## src/inc/cesw_pkg.sv

```systemverilog
// Constants and types shared by the execution and sleep control core.
package cesw_pkg;
    localparam int INSN_W      = 14;
    localparam int FADDR_W     = 7;
    localparam int PC_W        = 13;
    localparam int REG_DEPTH   = 128;
    localparam int PHASES      = 4;
    localparam logic [1:0]  PHASE_LAST  = 2'h3;
    localparam logic [12:0] RESET_VEC   = 13'h0000;
    localparam logic [12:0] IRQ_VEC     = 13'h0004;
    localparam logic [7:0]  STATUS_ADDR = 8'h03;
    localparam int ST_C   = 0;
    localparam int ST_DC  = 1;
    localparam int ST_Z   = 2;
    localparam int ST_PWRDN   = 3;
    localparam int ST_EXPIRED = 4;
    localparam logic [7:0]  STATUS_RST  = 8'h18;
    localparam logic [15:0] WDOG_RST    = 16'h0000;
    localparam int OFS_ID     = 32'h00;
    localparam int OFS_CTRL   = 32'h04;
    localparam int OFS_STATUS = 32'h08;
    localparam int OFS_WREG   = 32'h0C;
    localparam int OFS_PC     = 32'h10;
    localparam int OFS_WDOG   = 32'h14;
    localparam int CTRL_WDTE  = 0;
    localparam int CTRL_GIRQ  = 1;
    localparam int CTRL_RUN   = 2;
    // The identity value is arbitrary; it only shows that the block is there.
    localparam logic [31:0] ID_VALUE = 32'h0000_5A01;
    localparam logic [4:0]  OPC_ADD_LIT  = 5'h1F;
    localparam logic [5:0]  OPC_ADD_REG  = 6'h07;
    localparam logic [5:0]  OPC_AND_LIT  = 6'h39;
    localparam logic [5:0]  OPC_AND_REG  = 6'h05;
    localparam logic [3:0]  OPC_BIT_CLR  = 4'h4;
    localparam logic [3:0]  OPC_BIT_SET  = 4'h5;
    localparam logic [3:0]  OPC_SKIP_CLR = 4'h6;
    localparam logic [3:0]  OPC_SKIP_SET = 4'h7;
    localparam logic [2:0]  OPC_GOTO  = 3'h5;
    localparam logic [13:0] OPC_SLEEP = 14'h0063;
    localparam logic [13:0] OPC_CLRWDT = 14'h0064;
    typedef enum logic [3:0] {
        CESW_NOP, CESW_ADDL, CESW_ADDF, CESW_ANDL, CESW_ANDF,
        CESW_BCLR, CESW_BSET, CESW_SKC, CESW_SKS, CESW_JUMP,
        CESW_SLEEP, CESW_CLRWDT
    } cesw_op_t;
endpackage : cesw_pkg

```

## src/hw/cesw_core.sv

```systemverilog
// Execution core: decode, read-modify-write, sleep and wake control.
//
// The register addresses and register access over Avalon-MM were left to the implementer.
`timescale 1ns/1ps
module cesw_core (
    input  wire logic                ref_clk_i,
    input  wire logic                nrst_i,
    input  wire logic                clk_en_i,
    input  wire logic                ext_reset_pin_n_i,
    input  wire logic                ext_irq_pin_i,
    input  wire logic                ext_irq_en_i,
    input  wire logic                port_change_i,
    input  wire logic                port_change_en_i,
    input  wire logic                periph_irq_i,
    input  wire logic                periph_irq_en_i,
    input  wire logic                watchdog_timeout_i,
    input  wire logic [13:0]         insn_i,
    output logic      [12:0]         pmem_addr_o,
    output logic                     osc_run_o,
    output logic                     io_hold_o,
    output logic                     watchdog_clear_o,
    output logic                     core_reset_o,
    input  wire logic [5:0]          avs_address,
    input  wire logic                avs_read,
    input  wire logic                avs_write,
    input  wire logic [31:0]         avs_writedata,
    input  wire logic [3:0]          avs_byteenable,
    output logic      [31:0]         avs_readdata,
    output logic                     avs_waitrequest
);
    ////////////////////////////////////////////////////////////////////////
    // Every outside source passes two flops before any logic reads it.
    logic        rpin_s1_q;
    logic        rpin_s2_q;
    logic        int_s1_q;
    logic        int_s2_q;
    logic        chg_s1_q;
    logic        chg_s2_q;
    logic        per_s1_q;
    logic        per_s2_q;
    logic        wdog_s1_q;
    logic        wdog_s2_q;
    // The reset pin idles high, so its flops start high to avoid a false
    // core reset in the first cycles after the synchronous reset lifts.
    always_ff @(posedge ref_clk_i) begin
        if (!nrst_i) begin
            rpin_s1_q <= 1'b1;
            rpin_s2_q <= 1'b1;
            int_s1_q  <= 1'b0;
            int_s2_q  <= 1'b0;
            chg_s1_q  <= 1'b0;
            chg_s2_q  <= 1'b0;
            per_s1_q  <= 1'b0;
            per_s2_q  <= 1'b0;
            wdog_s1_q <= 1'b0;
            wdog_s2_q <= 1'b0;
        end else if (clk_en_i) begin
            rpin_s1_q <= ext_reset_pin_n_i;
            rpin_s2_q <= rpin_s1_q;
            int_s1_q  <= ext_irq_pin_i;
            int_s2_q  <= int_s1_q;
            chg_s1_q  <= port_change_i;
            chg_s2_q  <= chg_s1_q;
            per_s1_q  <= periph_irq_i;
            per_s2_q  <= per_s1_q;
            wdog_s1_q <= watchdog_timeout_i;
            wdog_s2_q <= wdog_s1_q;
        end
    end

    ////////////////////////////////////////////////////////////////////////
    // Whole-word controls are matched first, so that no shorter opcode
    // field can claim them; unknown words fall through to a no-operation.
    function automatic cesw_pkg::cesw_op_t decode(input logic [13:0] w);
        cesw_pkg::cesw_op_t op;
        op = cesw_pkg::CESW_NOP;
        if (w == cesw_pkg::OPC_SLEEP)
            op = cesw_pkg::CESW_SLEEP;
        else if (w == cesw_pkg::OPC_CLRWDT)
            op = cesw_pkg::CESW_CLRWDT;
        else if (w[13:9] == cesw_pkg::OPC_ADD_LIT)
            op = cesw_pkg::CESW_ADDL;
        else if (w[13:8] == cesw_pkg::OPC_AND_LIT)
            op = cesw_pkg::CESW_ANDL;
        else if (w[13:8] == cesw_pkg::OPC_ADD_REG)
            op = cesw_pkg::CESW_ADDF;
        else if (w[13:8] == cesw_pkg::OPC_AND_REG)
            op = cesw_pkg::CESW_ANDF;
        else if (w[13:10] == cesw_pkg::OPC_BIT_CLR)
            op = cesw_pkg::CESW_BCLR;
        else if (w[13:10] == cesw_pkg::OPC_BIT_SET)
            op = cesw_pkg::CESW_BSET;
        else if (w[13:10] == cesw_pkg::OPC_SKIP_CLR)
            op = cesw_pkg::CESW_SKC;
        else if (w[13:10] == cesw_pkg::OPC_SKIP_SET)
            op = cesw_pkg::CESW_SKS;
        else if (w[13:11] == cesw_pkg::OPC_GOTO)
            op = cesw_pkg::CESW_JUMP;
        return op;
    endfunction : decode

    ////////////////////////////////////////////////////////////////////////
    logic [7:0]  regs_q [cesw_pkg::REG_DEPTH];
    // Core state and the decoded view of the current instruction.
    logic [7:0]  w_q;
    logic [7:0]  status_q;
    logic [7:0]  rd_val;
    logic [7:0]  result;
    logic [12:0] pc_q;
    logic [13:0] ir_q;
    logic [1:0]  phase_q;
    logic        sleep_q;
    logic        flush_q;
    logic        vector_q;
    logic        wdte_q;
    logic        girq_en_q;
    logic        run_q;
    logic        c_new;
    logic        dc_new;
    logic        z_new;
    logic        take_alt;
    logic        sleep_now;
    logic        wake_any;
    logic        wake_irq;
    logic        wake_wdt;
    logic        pending;
    logic [8:0]  sum9;
    logic [4:0]  sum5;
    logic [6:0]  faddr;
    logic [2:0]  bsel;
    cesw_pkg::cesw_op_t op;

    assign op    = decode(ir_q);
    assign faddr = ir_q[6:0];
    assign bsel  = ir_q[9:7];
    assign rd_val = (faddr == cesw_pkg::STATUS_ADDR[6:0]) ? status_q
                                                          : regs_q[faddr];
    assign sum9  = {1'b0, w_q} +
        {1'b0, (op == cesw_pkg::CESW_ADDL) ? ir_q[7:0] : rd_val};
    assign sum5  = {1'b0, w_q[3:0]} +
        {1'b0, (op == cesw_pkg::CESW_ADDL) ? ir_q[3:0] : rd_val[3:0]};
    assign pending = (int_s2_q & ext_irq_en_i) |
                     (chg_s2_q & port_change_en_i) |
                     (per_s2_q & periph_irq_en_i);
    assign wake_irq  = pending;
    assign wake_wdt  = wdte_q & wdog_s2_q;
    assign wake_any  = wake_irq | wake_wdt;
    assign sleep_now = (op == cesw_pkg::CESW_SLEEP) && !flush_q;

    always_comb begin
        result = rd_val;
        c_new  = status_q[cesw_pkg::ST_C];
        dc_new = status_q[cesw_pkg::ST_DC];
        z_new  = status_q[cesw_pkg::ST_Z];
        take_alt = 1'b0;
        case (op)
            cesw_pkg::CESW_ADDL, cesw_pkg::CESW_ADDF: begin
                result = sum9[7:0];
                c_new  = sum9[8];
                dc_new = sum5[4];
                z_new  = (sum9[7:0] == 8'h00);
            end
            cesw_pkg::CESW_ANDL: begin
                result = w_q & ir_q[7:0];
                z_new  = (result == 8'h00);
            end
            cesw_pkg::CESW_ANDF: begin
                result = w_q & rd_val;
                z_new  = (result == 8'h00);
            end
            cesw_pkg::CESW_BCLR: result[bsel] = 1'b0;
            cesw_pkg::CESW_BSET: result[bsel] = 1'b1;
            cesw_pkg::CESW_SKC:  take_alt = ~rd_val[bsel];
            cesw_pkg::CESW_SKS:  take_alt = rd_val[bsel];
            cesw_pkg::CESW_JUMP: take_alt = 1'b1;
            default: result = rd_val;
        endcase
    end

    ////////////////////////////////////////////////////////////////////////
    // Execution happens on the last phase; the first three model the
    // read, modify and fetch steps of a four-period cycle.
    logic exec;
    logic reset_req;
    assign exec = clk_en_i && run_q && !sleep_q &&
                  (phase_q == cesw_pkg::PHASE_LAST);
    assign reset_req = !rpin_s2_q || (wdog_s2_q && wdte_q && !sleep_q);

    // The phase counter restarts on reset and sleep, so the first cycle
    // after either always runs a full four clocks.
    always_ff @(posedge ref_clk_i) begin
        if (!nrst_i)
            phase_q <= 2'h0;
        else if (clk_en_i && (reset_req || sleep_q))
            phase_q <= 2'h0;
        else if (clk_en_i && run_q)
            phase_q <= phase_q + 2'h1;
    end

    always_ff @(posedge ref_clk_i) begin
        if (!nrst_i) begin
            pc_q     <= cesw_pkg::RESET_VEC;
            ir_q     <= 14'h0000;
            flush_q  <= 1'b0;
            vector_q <= 1'b0;
        end else if (clk_en_i && reset_req) begin
            pc_q     <= cesw_pkg::RESET_VEC;
            ir_q     <= 14'h0000;
            flush_q  <= 1'b1;
            vector_q <= 1'b0;
            // The prefetched word still runs first; the vector follows it.
            // Software that must not run it puts a no-operation after sleep.
        end else if (clk_en_i && sleep_q && wake_any) begin
            vector_q <= girq_en_q && wake_irq;
        end else if (exec) begin
            ir_q    <= insn_i;
            flush_q <= !flush_q && take_alt;
            if (vector_q) begin
                pc_q     <= cesw_pkg::IRQ_VEC;
                flush_q  <= 1'b1;
                vector_q <= 1'b0;
            end else if (!flush_q && op == cesw_pkg::CESW_JUMP)
                pc_q <= {pc_q[12:11], ir_q[10:0]};
            else
                pc_q <= pc_q + 13'h0001;
        end
    end

    always_ff @(posedge ref_clk_i) begin
        if (!nrst_i)
            w_q <= 8'h00;
        else if (exec && !flush_q) begin
            if (op == cesw_pkg::CESW_ADDL || op == cesw_pkg::CESW_ANDL)
                w_q <= result;
            else if ((op == cesw_pkg::CESW_ADDF ||
                      op == cesw_pkg::CESW_ANDF) && !ir_q[7])
                w_q <= result;
        end
    end

    always_ff @(posedge ref_clk_i) begin
        // The array has no reset; software must write a location first.
        // This saves a wide reset tree on what is plain data storage.
        if (exec && !flush_q && faddr != cesw_pkg::STATUS_ADDR[6:0]) begin
            if (((op == cesw_pkg::CESW_ADDF || op == cesw_pkg::CESW_ANDF)
                 && ir_q[7]) || op == cesw_pkg::CESW_BCLR ||
                op == cesw_pkg::CESW_BSET)
                regs_q[faddr] <= result;
        end
    end

    always_ff @(posedge ref_clk_i) begin
        if (!nrst_i)
            status_q <= cesw_pkg::STATUS_RST;
        // A watchdog wake and an executed instruction never meet, since
        // execution needs the core awake.
        else if (clk_en_i && sleep_q && wake_wdt)
            status_q[cesw_pkg::ST_EXPIRED] <= 1'b0;
        else if (exec && !flush_q) begin
            status_q[cesw_pkg::ST_C]  <= c_new;
            status_q[cesw_pkg::ST_DC] <= dc_new;
            status_q[cesw_pkg::ST_Z]  <= z_new;
            if (sleep_now) begin
                status_q[cesw_pkg::ST_PWRDN]   <= 1'b0;
                status_q[cesw_pkg::ST_EXPIRED] <= 1'b1;
            end
            if (faddr == cesw_pkg::STATUS_ADDR[6:0] &&
                (op == cesw_pkg::CESW_BCLR || op == cesw_pkg::CESW_BSET) &&
                bsel > 3'h4)
                status_q[bsel] <= result[bsel];
        end
    end

    // Sleep is entered after the instruction completes, so a wake that is
    // already pending ends it one clock later.
    always_ff @(posedge ref_clk_i) begin
        if (!nrst_i)
            sleep_q <= 1'b0;
        else if (clk_en_i && reset_req)
            sleep_q <= 1'b0;
        else if (clk_en_i && sleep_q && wake_any)
            sleep_q <= 1'b0;
        else if (exec && sleep_now)
            sleep_q <= 1'b1;
    end

    ////////////////////////////////////////////////////////////////////////
    always_ff @(posedge ref_clk_i) begin
        if (!nrst_i) begin
            osc_run_o        <= 1'b1;
            io_hold_o        <= 1'b0;
            watchdog_clear_o <= 1'b0;
            core_reset_o     <= 1'b1;
            pmem_addr_o      <= cesw_pkg::RESET_VEC;
        end else if (clk_en_i) begin
            // A pending wake does not keep the oscillator from stopping: it stops
            // for the one clock of sleep entry and runs again on the next.
            osc_run_o   <= !(sleep_q && !wake_any) &&
                           !(exec && sleep_now);
            io_hold_o   <= (sleep_q && !wake_any) || (exec && sleep_now);
            // Pin is never driven; core_reset_o carries both the pin reset and the watchdog reset.
            core_reset_o <= reset_req;
            watchdog_clear_o <= (exec && (sleep_now ||
                op == cesw_pkg::CESW_CLRWDT) && !flush_q) ||
                (sleep_q && wake_any);
            pmem_addr_o <= pc_q;
        end
    end

    ////////////////////////////////////////////////////////////////////////
    // Register bus: every access takes one wait state, reads and writes
    // alike, so a master never has to know which one is faster.
    logic        ack_q;
    logic [31:0] rdata;
    always_comb begin
        case ({26'h0, avs_address} << 2)
            cesw_pkg::OFS_ID:     rdata = cesw_pkg::ID_VALUE;
            cesw_pkg::OFS_CTRL:   rdata = {29'h0, run_q, girq_en_q, wdte_q};
            cesw_pkg::OFS_STATUS: rdata = {23'h0, sleep_q, status_q};
            cesw_pkg::OFS_WREG:   rdata = {24'h0, w_q};
            cesw_pkg::OFS_PC:     rdata = {19'h0, pc_q};
            default:              rdata = 32'h0000_0000;
        endcase
    end

    always_ff @(posedge ref_clk_i) begin
        if (!nrst_i) begin
            ack_q        <= 1'b0;
            avs_readdata <= 32'h0000_0000;
            wdte_q       <= 1'b0;
            girq_en_q    <= 1'b0;
            run_q        <= 1'b0;
        end else if (clk_en_i) begin
            ack_q <= (avs_read || avs_write) && !ack_q;
            if (avs_read && !ack_q)
                avs_readdata <= rdata;
            // A write lands on the edge that sees waitrequest low, so a
            // master that drops its request early leaves the core alone.
            if (avs_write && ack_q && avs_byteenable[0] &&
                ({26'h0, avs_address} << 2) == cesw_pkg::OFS_CTRL) begin
                wdte_q    <= avs_writedata[cesw_pkg::CTRL_WDTE];
                girq_en_q <= avs_writedata[cesw_pkg::CTRL_GIRQ];
                run_q  <= avs_writedata[cesw_pkg::CTRL_RUN];
            end
        end
    end

    always_ff @(posedge ref_clk_i) begin
        if (!nrst_i)
            avs_waitrequest <= 1'b1;
        else if (clk_en_i)
            // Low for exactly one cycle; it rises again while the master
            // is still dropping its request.
            avs_waitrequest <= !((avs_read || avs_write) && !ack_q);
        else
            avs_waitrequest <= 1'b1;
    end
endmodule : cesw_core

```

## config.mk

```make
export PLATFORM = sky130hd
export DESIGN_NAME = cesw_core
export DESIGN_NICKNAME = d
export VERILOG_FILES = /design/src/inc/cesw_pkg.sv /design/src/hw/cesw_core.sv
export SDC_FILE = /design/constraint.sdc
export NUM_CORES = 1
export LEC_CHECK = 0
export BUFFER_PORTS_ARGS = -buffer_cell sky130_fd_sc_hd__buf_2
export CORE_ASPECT_RATIO = 1.5
export CORE_UTILIZATION = 42
export CTS_BUF_LIST = sky130_fd_sc_hd__clkbuf_2
export CTS_CLUSTER_SIZE = 25
export DETAILED_ROUTE_END_ITERATION = 8
export SETUP_SLACK_MARGIN = 0.05
export SYNTH_ARGS = -nofsm -noshare
export SYNTH_HDL_FRONTEND = slang
export SYNTH_SLANG_ARGS = --single-unit
```

## constraint.sdc

```tcl
create_clock -name ref_clk_i -period 19.3 [get_ports ref_clk_i]
set_input_delay 0.965 -clock ref_clk_i [delete_from_list [all_inputs] [get_ports ref_clk_i]]
set_output_delay 0.965 -clock ref_clk_i [all_outputs]
set_load 0.05 [all_outputs]
```

==> impl_metrics.tcl, run 1 <==
set metrics [dict create \
    post-route-drc-count 0 \
    avgSynthCellArea_um2 17.0 \
    clk_pin_slew_ps 110 \
    finalCritPeriodShare_pct 49.6 \
    post_cts_resized 0 \
    fmaxAchievable_mhz 104 \
    async_reset_ff_share_pct 0 \
    cp-end-kind "flop" \
    hold_class "input port to flop" \
    firstDrtPassIters 7 \
    port_buffers 68 \
    clockBufferDepth 3 \
    path_max_fanout 96 \
    h-tree-depth 4 \
    cts_num_sinks 1125 \
    path_cells "buf_4, buf_4, buf_12, buf_4, mux4_2, mux4_2, o22ai_1, nor3_2, nor3_2, o31ai_1, buf_4, mux2_2, ha_1, a21oi_1, o21bai_1, a21oi_1, xnor2_1, a21oi_1, o211a_1, o22ai_4, buf_4" \
    grt_pass1_vias 28000 \
    cts_tree "done" \
    yosysWarnings 0 \
    fin_util_pct 46.2 \
    die_w_um 274 \
    clock_latency_ps 1630 \
    cts_buffers 234 \
    critPathMaxStageDelay_ps 850 \
    synthCells 2737 \
    multiInputGateArea_um2 12500 \
    num-fill-cells 9430 \
    routedWlPerCell_um 29.3 \
    finalWeightedCongestion 0.914 \
    cp.arrival_ps 10780 \
    ys.flop_type "edfxtp_1" \
    slew_headroom_pct 15.2 \
    row_count 149 \
    yosysMostFrequentCell "edfxtp_1" \
    grt_setup_unrepaired "no" \
    final_cells 4630 \
    critical_path.most_common_cell "buf_4" \
    slowest_stage "buf_4" \
    synth.area.top_cells "edfxtp_1 (66%), mux4_2 (9.2%), dfxtp_1 (4.3%), mux2i_1 (3.2%), nor2_1 (2.1%)" \
    io_pins 119 \
    placedCellCount 4143 \
    cts-root-buf "clkbuf_2" \
    p_total_mw 4.07 \
    synth_cell_type_count 90 \
    critPathRequiredTime_ps 20510 \
    period_minus_slack_ps 9570 \
    synth_edf_count 1024 \
    antenna_found_initial 3 \
    final_nets 3088 \
    synth_top_area_share_pct 66.1 \
    ir_worst_vdd_uv 50.2 \
    holdWs_ps 230 \
    hpwl_um 86100 \
    drive_gt1_share_pct 23.3 \
    worstSetupStartpointType "flop" \
    drtAntennaViolNets 0 \
    track_usage_pct 24.3 \
    finalSetupTns_ps 0 \
    core_region_area_um2 110000 \
    chipHeight_um 409 \
    cts_setup_buffers 0 \
    yosys.area.top_type "edfxtp_1" \
    dr.first_iter.drc_count 2670 \
    netlist_area_um2 46500 \
    criticalPathCategory "flop to flop" \
    vias 27200 \
    synth-seq-cells 1125 \
    drv_cap 0 \
    p_per_area_nw_per_um2 80.3 \
    grt_start_max_net_pins 105 \
    final-hold-violation-count 0 \
    area_growth_pct 9.03 \
    setup_viol 0 \
    vias_per_cell 5.87 \
    total_leakage_power_nw 12.0 \
    seqCellArea_um2 32800 \
    maxSlewViolCount 0 \
    tightestPinTransition_ps 1270 \
    grt_pass1_wl_um 194000 \
    yosysSeqAreaShare_pct 70.5 \
    start_util_pct 42.3 \
    grt_overflow 0 \
    synth_common_cells "edfxtp_1 (1,024), nor2_1 (262), mux4_2 (190)" \
    drt_wl_total_um 136000 \
    finClkSkew_ps 120 \
    status "finished, final reports clean" \
    dieArea_um2 112000 \
    hold_buffers 62 \
]
sequential cells by signal, indices dropped and copies added (netlist names), 2 cells and up, named ones only:
| name | cells |
|---|---|
| pmem_addr_o | 13 |
| regs_q | 1024 |
| w_q | 8 |
| ir_q | 14 |
| pc_q | 13 |
| avs_readdata | 14 |
| status_q | 8 |
| phase_q | 2 |
through the flow:
stage / area [µm²] / setup slack, ps
6_report: 50700 / 9730
5_1_grt: 50700 / 9300
4_1_cts: 50700 / 9650
3_5_place_dp: 47900 / 9720
3_3_place_gp: 47900 / 9980
2_1_floorplan: 46600 / 9520
layout by cell type (no fill, tap or decap), drive strengths merged, types with 52 or more instances in the layout:
cell	instances
edfxtp	1024
clkbuf	328
nor2	262
mux4	210
nand2	166
mux2i	148
buf	128
dfxtp	101
a21oi	97
clkinv	83
dlygate4sd3	62
o21ai	60
nand3	54
a22oi	52
worst max-delay path, delay by kind of cell (launching register included):
family	cells	cell delay (ps)
flip-flops	1	770
multiplexers	3	1400
AND/OR/NAND/NOR	2	340
adder cells (fa/ha/maj)	1	320
buffers and inverters	6	3640
AO/OA/AOI/OAI	8	2000
XOR/XNOR	1	190
cell type report:
cell class,instances,share of cell area (%)
timing repair buffer,190,2.85
antenna,3,0.0148
sequential,1125,64.7
inverter,19,0.146
clock buffer,328,3.24
tap,1434,3.54
clock inverter,93,0.933
multi-input combinational,1438,24.6
final timing paths:
check                   startpoint          endpoint  slack [ps]  cells after the start
setup / recovery              flop     regs_q[75][5]        9730                     21
hold / removal           insn_i[0]              flop         230                      4
setup reg to reg              flop     regs_q[75][5]        9730                     21
hold reg to reg   avs_readdata[10]  avs_readdata[10]         460                      2
power breakdown:
part / internal (mW) / total, mW / leakage (nW) / switching [mW]
clock network: 0.506 / 1.42 / 1.60 / 0.910
registers: 2.61 / 2.62 / 6.52 / 0.00152
logic: 0.0143 / 0.0392 / 3.87 / 0.0249
cells by family (layout without fill, tap and decap cells):
group                    Yosys count  in the layout  synth area share (%)
flip-flops                      1125           1125                  70.5
multiplexers                     379            379                  14.0
XOR/XNOR                           8              8                 0.151
adder cells (fa/ha/maj)           11             11                 0.312
buffers and inverters            199            630                  3.18
AND/OR/NAND/NOR                  644            644                  6.37
AO/OA/AOI/OAI                    370            370                  5.47
other                              1             29               0.00807
layer usage:
metal / routed length, µm / share of wire [%] / up-vias / global-route usage [%]
met1: 48200 / 36 / 14000 / 27.4
met2: 70200 / 52 / 1312 / 42.4
met3: 9080 / 6.7 / 331 / 4.81
li1: - / - / 11600 / -
met4: 8010 / 5.9 / 2 / 14.0
met5: 13 / 0.0096 / - / 0
No activity file was read; power rests on OpenSTA's default activity.
==> run 2, diff against run 1 <==
clock period = 8.8 ns   (was 19.3 ns; I/O delays follow)
==> impl_metrics.tcl, run 2 (synthesis gave the netlist of run 1 again) <==
set metrics [dict create \
    cts_num_sinks 1125 \
    post-route-drc-count 0 \
    final_nets 3147 \
    drive_gt1_share_pct 23.2 \
    fin_ws_ps 1630 \
    maxSlewViolCount 0 \
    drt_wl_total_um 136000 \
    cts_buffers 235 \
    track_usage_pct 24.5 \
    holdPathEnd "avs_waitrequest" \
    clk_pin_slew_ps 120 \
    clockBufferDepth 3 \
    cts-root-buf "clkbuf_2" \
    cts_tree "done" \
    use_met2_pct 42.2 \
    area_growth_pct 10.3 \
    multiInputGateArea_um2 12500 \
    hold_class "input port to flop" \
    chipHeight_um 409 \
    slew_headroom_pct 19.8 \
    p_total_mw 8.92 \
    final_cell_mix "edfxtp_1 (1,024), clkbuf_2 (338), nor2_1 (261)" \
    criticalPathCategory "flop to flop" \
    antenna_found_initial 3 \
    drtAntennaViolNets 0 \
    start_util_pct 42.3 \
    grt_start_max_net_pins 110 \
    regMostFlops "regs_q" \
    setup_viol 0 \
    hold_buffers 106 \
    holdWs_ps 273 \
    finalWeightedCongestion 0.933 \
    drv_cap 0 \
    num-fill-cells 9455 \
    io_pins 119 \
    routedWlPerCell_um 29.1 \
    reg_top3 "regs_q (1024), avs_readdata (14), ir_q (14)" \
    seqCellArea_um2 32800 \
    post-place-ws_ps 1760 \
    dieArea_um2 112000 \
    status "finished, final reports clean" \
    path_max_fanout 73 \
    p_per_area_nw_per_um2 174 \
    final_common_cell "edfxtp_1" \
    use_met3_pct 4.89 \
    largest_register_ffs 1024 \
    period_minus_slack_ps 7170 \
    clock_latency_ps 1600 \
    grt_pass1_wl_um 196000 \
    cp-end-kind "flop" \
    grt_pass1_vias 28400 \
    min_path_cells 4 \
    finalCritPeriodShare_pct 81.4 \
    rrSetupSlack_ps 1630 \
    hpwl_um 88300 \
    use_met1_pct 28.3 \
    fmaxAchievable_mhz 140 \
    finClkSkew_ps 106 \
    vias_per_cell 5.90 \
    final-hold-violation-count 0 \
    core_region_area_um2 110000 \
    critPathRequiredTime_ps 10030 \
    port_buffers 68 \
    dr.first_iter.drc_count 2759 \
    die_w_um 274 \
    post_cts_resized 0 \
    grt_setup_unrepaired "no" \
    r2r-end "regs_q[33][6]" \
    fin_util_pct 46.7 \
    cp.arrival_ps 8400 \
    ir_worst_vdd_uv 92.4 \
    cts_setup_buffers 0 \
    busiest_layer "met2" \
    r2r_cells 20 \
    worstSetupStartpointType "flop" \
    total_leakage_power_nw 12.3 \
    h-tree-depth 4 \
    row_count 149 \
    firstDrtPassIters 6 \
    vias 27600 \
    finalSetupTns_ps 0 \
    worstHoldStart "avs_write" \
    grt_overflow 0 \
    tightestPinTransition_ps 1170 \
]
## run 2: cell count changes in the layout (fill, tap and decap cells not counted), moves of 2 or more
cell / delta
dlygate4sd3_1: +44
diode_2: +4
buf_4: +6
clkbuf_2: +10
clkinv_2: -9
clkinv_1: -3
inv_2: -2
buf_12: +9
clkinvlp_4: -2
## run 2: critical path, stage by stage, from the launching register on
cell      delay (ps)
dfxtp_4          850
nor2_2           280
buf_4            320
a22oi_1          240
a21oi_1          130
o41ai_2          830
nand3_1          320
o21ai_0          600
mux2_2           310
inv_1             60
fa_1             410
inv_1             80
a21oi_1           70
o21bai_1         350
a21oi_1          140
o21bai_1         260
xor2_1           150
a32o_1           240
a21oi_1          330
inv_4            370
buf_12           340
## run 2: final cells by class
cell class | instances | area share [%]
Antenna cell | 7 | 0.0341
Clock buffer | 338 | 3.30
Clock inverter | 77 | 0.754
Inverter | 19 | 0.144
Multi-Input combinational cell | 1438 | 24.3
Sequential cell | 1125 | 63.9
Tap cell | 1434 | 3.50
Timing Repair Buffer | 248 | 4.06
## run 2: metal layers
| metal | up-vias | share of wire [%] |
|---|---|---|
| li1 | 11700 | - |
| met1 | 14200 | 36 |
| met2 | 1439 | 51 |
| met3 | 338 | 7.1 |
| met4 | 0 | 5.6 |
| met5 | - | 0 |
## run 2: how the worst max path moves through the flow
stage | endpoint | start
2_1_floorplan | regs_q[0][5] | flop
3_3_place_gp | regs_q[20][6] | flop
3_5_place_dp | regs_q[22][6] | flop
4_1_cts | regs_q[12][6] | flop
5_1_grt | regs_q[12][6] | flop
6_report | regs_q[33][6] | flop
## run 2: through the flow
stage,std cells,area [µm²]
global route,4685,51300
floorplan,2762,46600
detailed placement,4158,48100
finish,4686,51300
global placement,4158,48100
CTS,4679,51300
## run 2: where the power goes
part	total [mW]	switching [mW]	internal [mW]
clock network	3.09	1.97	1.12
registers	5.74	0.00308	5.73
logic	0.0965	0.0576	0.0389
